File: src/core/reset_seq_pkg.sv
// Purpose: Shared constants and types for the reset source sequencer.
// Assumes: 100 MHz core clock; register access over AHB-Lite, word aligned.
// Notes: Long start-up times are top-level parameters so benches can shorten them.
package reset_seq_pkg;

  // Clock period in nanoseconds.
  localparam int unsigned CLK_PERIOD_NS = 10;

  // Register byte offsets.
  localparam logic [7:0] OFS_CAUSE = 8'h00;
  localparam logic [7:0] OFS_CONTROL = 8'h04;
  localparam logic [7:0] OFS_STATE = 8'h08;

  // Cause register field positions; bits 7 to 5 are unused.
  localparam int unsigned BIT_SUPPLY = 0;
  localparam int unsigned BIT_PIN = 1;
  localparam int unsigned BIT_BROWNOUT = 2;
  localparam int unsigned BIT_WATCHDOG = 3;
  localparam int unsigned BIT_TESTPORT = 4;
  localparam logic [7:0] CAUSE_MASK = 8'h1f;
  localparam logic [7:0] CAUSE_RESET = 8'h00;

  // Control register fields.
  localparam int unsigned BIT_CMP_BG = 0;
  localparam int unsigned BIT_CONV_EN = 1;
  localparam logic [1:0] CONTROL_RESET = 2'h0;

  // Brown-out level setting codes.
  localparam logic [2:0] BOD_LEVEL_OFF = 3'h7;
  localparam logic [2:0] BOD_LEVEL_MAX = 3'h3;

  // Least brown-out duration in ns and its cycle count, rounded up.
  localparam int unsigned BROWNOUT_MIN_NS = 2000;
  localparam int unsigned BROWNOUT_MIN_CYC =
    (BROWNOUT_MIN_NS + CLK_PERIOD_NS - 1) / CLK_PERIOD_NS;

  // Shortest start-up delay, and extra cycles added for a crystal source.
  localparam int unsigned STARTUP_SHORT_CYC = 6;
  localparam int unsigned CRYSTAL_EXTRA_CYC = 16;

  // Sequencer states, one-hot.
  typedef enum logic [2:0] {
    ST_HOLD = 3'b001,
    ST_STRETCH = 3'b010,
    ST_RUN = 3'b100
  } seqState_t;

  // Reset sources as seen on the clock domain.
  typedef struct packed {
    logic testPort;
    logic watchdog;
    logic brownout;
    logic pin;
    logic supply;
  } resetSources_t;

endpackage : reset_seq_pkg

File: src/core/reset_source_sequencer.sv
// Purpose: Merges reset sources into one internal reset, stretches it, logs cause.
// Assumes: Watchdog pulse is on core_clk; supply, pin, brown-out and test port are not.
// Notes: Register file is a zero-wait AHB-Lite slave that always answers OKAY.
//
// The AHB-Lite slave port and the address map were decided locally.
`timescale 1ns/1ps

module reset_source_sequencer #(
  parameter int unsigned CNT_W = 24,
  parameter int unsigned STARTUP_MID_US = 4100,
  parameter int unsigned STARTUP_LONG_US = 65000
) (
  input wire logic core_clk,
  input wire logic rst_n,
  input wire logic hsel,
  input wire logic [31:0] haddr,
  input wire logic [1:0] htrans,
  input wire logic hwrite,
  input wire logic [2:0] hsize,
  input wire logic [31:0] hwdata,
  input wire logic hready,
  output logic hreadyout,
  output logic hresp,
  output logic [31:0] hrdata,
  input wire logic supplyLow,
  input wire logic pinReset_n,
  input wire logic brownoutLow,
  input wire logic [2:0] brownoutLevelSetting,
  input wire logic watchdogResetPulse,
  input wire logic testPortReset,
  input wire logic [1:0] startupTimeFuses,
  input wire logic [3:0] clockSelectFuses,
  output logic internalReset,
  output logic portReset,
  output logic bandgapEnable,
  output logic [1:0] brownoutTriggerLevel
);

  // Start-up periods in cycles, derived from their times.
  localparam int unsigned MID_CYC = STARTUP_MID_US * 1000 / reset_seq_pkg::CLK_PERIOD_NS;
  localparam int unsigned LONG_CYC = STARTUP_LONG_US * 1000 / reset_seq_pkg::CLK_PERIOD_NS;
  localparam logic [CNT_W-1:0] ONE = CNT_W'(1);

  // Picks the start-up delay from the fuses; a crystal source gets extra cycles.
  function automatic logic [CNT_W-1:0] startupCycles(input logic [1:0] startup_time_fuses,
                                                     input logic [3:0] clock_select_fuses);
    logic [CNT_W-1:0] base;
    base = CNT_W'(reset_seq_pkg::STARTUP_SHORT_CYC);
    if (startup_time_fuses[1]) begin
      base = CNT_W'(LONG_CYC);
    end else if (startup_time_fuses[0]) begin
      base = CNT_W'(MID_CYC);
    end
    if (clock_select_fuses[3]) begin
      base = base + CNT_W'(reset_seq_pkg::CRYSTAL_EXTRA_CYC);
    end
    return base;
  endfunction : startupCycles

  // Raw asynchronous sources, active high: test port, brown-out, pin, supply.
  logic [3:0] rawSrc;
  logic [3:0] syncA_q;
  logic [3:0] syncB_q;
  logic [3:0] syncC_q;
  logic [3:0] stable_q;
  logic bodEnabled;
  logic [15:0] bodCnt_q;
  logic bodQual_q;
  reset_seq_pkg::resetSources_t src;
  logic anySource;
  reset_seq_pkg::seqState_t state_q;
  logic [CNT_W-1:0] delayCnt_q;
  logic [7:0] cause_q;
  logic [1:0] control_q;
  logic bandgap_q;
  logic [1:0] level_q;
  logic wrPend_q;
  logic [7:0] wrAddr_q;
  logic [31:0] rdata_q;
  logic addrPhase;
  logic causeWrite;
  logic controlWrite;

  assign rawSrc = {testPortReset, brownoutLow, ~pinReset_n, supplyLow};

  // Three-stage synchroniser; a level is taken once stages two and three agree.
  always_ff @(posedge core_clk or negedge rst_n) begin
    if (!rst_n) begin
      syncA_q <= 4'h0;
      syncB_q <= 4'h0;
      syncC_q <= 4'h0;
      stable_q <= 4'h0;
    end else begin
      syncA_q <= rawSrc;
      syncB_q <= syncA_q;
      syncC_q <= syncB_q;
      stable_q <= (syncB_q & syncC_q) | (stable_q & (syncB_q | syncC_q));
    end
  end

  // Reserved and all-ones codes leave the monitor off.
  assign bodEnabled = (brownoutLevelSetting <= reset_seq_pkg::BOD_LEVEL_MAX);

  // A dip must last the least duration before it counts as a brown-out.
  always_ff @(posedge core_clk or negedge rst_n) begin
    if (!rst_n) begin
      bodCnt_q <= 16'h0000;
      bodQual_q <= 1'b0;
    end else if (!(stable_q[2] && bodEnabled)) begin
      bodCnt_q <= 16'h0000;
      bodQual_q <= 1'b0;
    end else if (bodCnt_q < 16'(reset_seq_pkg::BROWNOUT_MIN_CYC)) begin
      bodCnt_q <= bodCnt_q + 16'h0001;
    end else begin
      bodQual_q <= 1'b1;
    end
  end

  // Watchdog arrives as a single-cycle pulse; the test port and the rest are synchronised.
  assign src.supply = stable_q[0];
  assign src.pin = stable_q[1];
  assign src.brownout = bodQual_q;
  assign src.watchdog = watchdogResetPulse;
  assign src.testPort = stable_q[3];
  assign anySource = |src;

  // Hold while any source is active, then stretch by the start-up delay.
  always_ff @(posedge core_clk or negedge rst_n) begin
    if (!rst_n) begin
      state_q <= reset_seq_pkg::ST_HOLD;
      delayCnt_q <= '0;
    end else if (anySource) begin
      state_q <= reset_seq_pkg::ST_HOLD;
      delayCnt_q <= '0;
    end else begin
      unique case (state_q)
        reset_seq_pkg::ST_HOLD: begin
          // First quiet cycle: for the watchdog this is its falling edge.
          state_q <= reset_seq_pkg::ST_STRETCH;
          delayCnt_q <= startupCycles(startupTimeFuses, clockSelectFuses);
        end
        reset_seq_pkg::ST_STRETCH: begin
          if (delayCnt_q <= ONE) begin
            state_q <= reset_seq_pkg::ST_RUN;
            delayCnt_q <= '0;
          end else begin
            delayCnt_q <= delayCnt_q - ONE;
          end
        end
        reset_seq_pkg::ST_RUN: begin
          delayCnt_q <= '0;
        end
        default: begin
          state_q <= reset_seq_pkg::ST_HOLD;
          delayCnt_q <= '0;
        end
      endcase
    end
  end

  // Raw supply and pin feed the reset directly so no clock is needed to assert it.
  // The watchdog pulse itself is exactly one cycle wide.
  assign portReset = supplyLow | ~pinReset_n | testPortReset | bodQual_q
                     | watchdogResetPulse;
  assign internalReset = portReset | (state_q != reset_seq_pkg::ST_RUN);

  // AHB-Lite address phase; the slave never inserts wait states.
  assign addrPhase = hsel & htrans[1] & hready;
  assign hreadyout = 1'b1;
  assign hresp = 1'b0;
  assign hrdata = rdata_q;
  assign causeWrite = wrPend_q & (wrAddr_q == reset_seq_pkg::OFS_CAUSE);
  assign controlWrite = wrPend_q & (wrAddr_q == reset_seq_pkg::OFS_CONTROL);

  // Captures a write address for the data phase and latches read data early.
  always_ff @(posedge core_clk or negedge rst_n) begin
    if (!rst_n) begin
      wrPend_q <= 1'b0;
      wrAddr_q <= 8'h00;
      rdata_q <= 32'h0000_0000;
    end else begin
      wrPend_q <= addrPhase & hwrite;
      wrAddr_q <= haddr[7:0];
      rdata_q <= 32'h0000_0000;
      if (addrPhase && !hwrite && haddr[31:8] == 24'h00_0000) begin
        unique case (haddr[7:0])
          reset_seq_pkg::OFS_CAUSE: rdata_q <= {24'h00_0000, cause_q};
          reset_seq_pkg::OFS_CONTROL: rdata_q <= {30'h0000_0000, control_q};
          reset_seq_pkg::OFS_STATE: rdata_q <= {19'h0_0000, delayActiveBits()};
          default: rdata_q <= 32'h0000_0000;
        endcase
      end
    end
  end

  // Live state word: level, enables, sequencer state and active sources.
  // Thirteen bits: level 2, enable 1, bandgap 1, state 3, sources 5, reset 1.
  function automatic logic [12:0] delayActiveBits();
    return {level_q, bodEnabled, bandgap_q, state_q, src, internalReset};
  endfunction : delayActiveBits

  // Cause flags: a zero written clears, a source setting in the same cycle wins.
  always_ff @(posedge core_clk or negedge rst_n) begin
    if (!rst_n) begin
      cause_q <= reset_seq_pkg::CAUSE_RESET;
    end else begin
      logic [7:0] keep;
      keep = causeWrite ? (cause_q & hwdata[7:0]) : cause_q;
      if (src.supply) begin
        keep = 8'h00;
        keep[reset_seq_pkg::BIT_SUPPLY] = 1'b1;
      end else begin
        keep[reset_seq_pkg::BIT_PIN] = keep[reset_seq_pkg::BIT_PIN] | src.pin;
        keep[reset_seq_pkg::BIT_BROWNOUT] =
          keep[reset_seq_pkg::BIT_BROWNOUT] | src.brownout;
        keep[reset_seq_pkg::BIT_WATCHDOG] =
          keep[reset_seq_pkg::BIT_WATCHDOG] | src.watchdog;
        keep[reset_seq_pkg::BIT_TESTPORT] =
          keep[reset_seq_pkg::BIT_TESTPORT] | src.testPort;
      end
      cause_q <= keep & reset_seq_pkg::CAUSE_MASK;
    end
  end

  // Control register holds the comparator bandgap select and converter enable.
  always_ff @(posedge core_clk or negedge rst_n) begin
    if (!rst_n) begin
      control_q <= reset_seq_pkg::CONTROL_RESET;
    end else if (controlWrite) begin
      control_q <= hwdata[1:0];
    end
  end

  // Reference and trigger level are registered to keep the outputs glitch free.
  // Software must still allow the reference to settle after turning it on.
  always_ff @(posedge core_clk or negedge rst_n) begin
    if (!rst_n) begin
      bandgap_q <= 1'b0;
      level_q <= 2'h0;
    end else begin
      bandgap_q <= bodEnabled | control_q[reset_seq_pkg::BIT_CMP_BG]
                   | control_q[reset_seq_pkg::BIT_CONV_EN];
      level_q <= bodEnabled ? (2'h3 - brownoutLevelSetting[1:0]) : 2'h0;
    end
  end

  assign bandgapEnable = bandgap_q;
  assign brownoutTriggerLevel = level_q;

endmodule : reset_source_sequencer

File: config.mk
export PLATFORM = sky130hd
export DESIGN_NAME = reset_source_sequencer
export DESIGN_NICKNAME = d
export VERILOG_FILES = /design/src/core/reset_seq_pkg.sv /design/src/core/reset_source_sequencer.sv
export SDC_FILE = /design/constraint.sdc
export NUM_CORES = 1
export LEC_CHECK = 0
export ABC_AREA = 1
export BUFFER_PORTS_ARGS = -buffer_cell sky130_fd_sc_hd__buf_2
export CORE_ASPECT_RATIO = 1.1
export CORE_MARGIN = 3
export CORE_UTILIZATION = 50
export CTS_CLUSTER_SIZE = 16
export DETAILED_ROUTE_END_ITERATION = 10
export PLACE_DENSITY = 0.77
export SLEW_MARGIN = 20
export SYNTH_ARGS = -nofsm -noshare
export SYNTH_HDL_FRONTEND = slang
export SYNTH_SLANG_ARGS = --single-unit
File: constraint.sdc
create_clock -name core_clk -period 2.34 [get_ports core_clk]
set_clock_uncertainty 0.15 [all_clocks]
set_input_delay 0.234 -clock core_clk [delete_from_list [all_inputs] [get_ports core_clk]]
set_output_delay 0.234 -clock core_clk [all_outputs]
set_load 0.005 [all_outputs]
==> run metrics <==
status=finished clean; Total Wirelength=9060 um; Mapped Area=0.00435 sq mm; commonest non-fill, non-tap cell in the layout=dfrtp_1; Non-Filler Instances=724; met1 GRT Util=0.262; Cell Pwr Density=607 mW/mm^2; initial DRC count=about 150; Place WS=0.520 ns; max_cap viols=0; Worst setup endpoint=internalReset; post-synthesis mux area share=0; Simple-Gate Fraction of Synth Area=0.273; global-route usage over all layers=0.200; Core ar.=0.00841 sq mm; gr busiest metal=met2; final global-route overflow total=0; die area=0.00986 sq mm; clock-pin slew on the worst setup and hold paths=0.08 ns; compound-gate portion of the synthesized area=0.0498; cell row count=35; drt pass-1 iters=4; CTS tree=yes; Synth cell types=37; r2r startpoint=delayCnt_q[0]$_DFF_PN0_; Critical Path RT=approximately 2 ns; CTS Buffer Depth=2; largest net degree at the start of global routing=40; Final WS setup=0.153 ns; minimum clock period=2.19 ns; part of the Yosys area used for sequential elements=0.529; die width=94.9 um; GPL Wtd Cong=0.910; post-route ant nets=0; layout cells sized above 1=0.197; Worst Reg2Reg Path Length in Cells=7; min-delay worst type=in -> reg; worst skew pair latency=approximately 0.35 ns; warning count from the yosys run=0; Setup Buffers After CTS=0; Final Hold Viols=0; most frequent cells in the layout=dfrtp_1, nor2_1, nand2_1; vias per inst=a little under 5; CP Launch Point=supplyLow; antenna diode count=0; wire per inst=approximately 13 um; Worst Path Arrival=1.80 ns; vias in the first global route=3568; GRT met2 Usage=0.329; Fin Setup TNS=0 ns; first-pass GRT wire length=between 15000 and 20000 um; Mean Syn Cell Area=8.60 sq um; final setup vio count=0; CP Launch Type=input pin; total number of vias=3532; Switching Fraction=0.270; Die Y-Extent=104 um; largest family of logic cells by synthesized area=simple AND/OR/NAND/NOR gates; Max IR drop VDD=0.551 mV; worst-path maximum fanout=3; Starting Density=0.517; Rel. slew slack=0.583; Psw=~0.00085 W; Ports=127; DP HPWL=between 6000 and 7000 um; Final Cycle Share=0.935; Internal=0.00230 W; Leak=2.82 nW; Hold Slack=0.0564 ns; Synth Instances=506; Post-Place Cells=687; nets=699; RR Endpoint=delayCnt_q[16]$_DFF_PN0_; initial antenna violation count=0; Clock Tree Root=clkbuf_8; post-synthesis xor/xnor area fraction=0.0322; Area Growth Syn to Fin=19.5%; # H-tree levels=3; adder-cell share of the synthesized area=0.0178; Clk pwr share=0.354; CP Capture Type=primary output; worst hold start=hwdata[0]; CTS Buf Count=9; clk sinks=92; I/O Buffers=71; Comb power frac=0.118; FF+latch count, synth=92; met3 Usage GRT=0.0327; register share of total power=0.528; Crit Path Category=in -> out; fin. max-slew vios=0; RSZ-0062 raised after global routing=no; Worst R2R Setup Slack=0.56 ns; Worst-Margin Slew=0.624 ns; fmax=457 MHz; DRC errors left=0
-- cell families (layout without fill, tap and decap cells) --
kind of cell / count (synthesis) / in the layout
other cells: 2 / 21
fa+ha+maj: 7 / 7
xor+xnor: 16 / 16
simple gates: 262 / 262
compound gates: 39 / 39
flops: 92 / 92
buf+inv: 88 / 176
-- cell type report --
type	count	area, sq um
clock buffer	10	128
clock inverter	6	78.8
fill	720	3210
inverter	65	245
multi-input combinational	345	1700
sequential	92	2300
tap	111	139
timing repair buffer	95	603
-- worst min path at each step --
| stage | depth (start not counted) | slack, ns | to |
|---|---|---|---|
| global placement | 1 | 0.08 | wrAddr_q[4]$_DFF_PN0_ |
| CTS | 3 | 0.03 | control_q[0]$_DFFE_PN0P_ |
| floorplan | 0 | -0.21 | bandgapEnable$_DFF_PN0_ |
| global route | 5 | 0.05 | cause_q[0]$_DFFE_PN0P_ |
| finish | 3 | 0.06 | control_q[0]$_DFFE_PN0P_ |
| detailed placement | 1 | 0.09 | wrAddr_q[7]$_DFF_PN0_ |
-- cell usage after synthesis (all sizes together) --
master    n  area, sq um
nand2    90          355
inv      64          240
xor2     11         96.3
nand3    41          210
nand4     7         50.1
a211oi    1         7.51
xnor2     5         43.8
o31ai     1         7.51
maj3      4         40.0
or3       1         6.26
conb      2         7.51
nor2    106          448
a21oi     8         40.0
buf      22          169
nor3     15          103
dfstp     1         26.3
ha        3         37.5
nor3b     1         7.51
dfrtp    91         2280
nand3b    1         7.51
clkinv    1         5.00
o21ai    27          146
o211ai    1         7.51
clkbuf    1         3.75
o21bai    1         7.51
-- flip-flops by register name, indices dropped and copies added, names as in the netlist, 4 cells and up --
name and cells:
stable_q 4, syncC_q 4, cause_q 5, bodCnt_q 16, syncA_q 4, syncB_q 4, delayCnt_q 24, wrAddr_q 8
hrdata 13
-- power groups by stage --
stage          registers, W  logic (W)  clock network (W)
2_1_floorplan       0.00169   0.000239                  0
3_3_place_gp        0.00169   0.000334                  0
3_5_place_dp        0.00169   0.000344                  0
4_1_cts             0.00166   0.000374            0.00114
5_1_grt             0.00167   0.000424            0.00121
6_report            0.00166   0.000373            0.00112
-- layer usage --
metal	vias up	wire length, um
li1	1751	-
met1	1678	3800
met2	81	4750
met3	22	292
met4	0	212
met5	-	0
-- worst max-delay path, cell delays in order --
cell and delay [ns]:
dlygate4sd3_1 0.53, buf_2 0.13, nor2_1 0.11, nand2_1 0.06, nor3_1 0.43, nand2_1 0.15, buf_2 0.17
-- repair_timing --
item | 4_1_cts | 5_1_grt
endpoints found under the hold margin | 53 | 0
gates resized for setup | 0 | 0
hold buffers | 21 | 0
-- per-stage QoR --
stage	util	power [W]	cell area, sq um
CTS	0.618	0.00318	5200
detailed placement	0.569	0.00204	4780
finish	0.618	0.00315	5200
global placement	0.569	0.00203	4780
global route	0.618	0.00330	5200
floorplan	-	0.00193	4420
(Power assumes the default switching activity.)
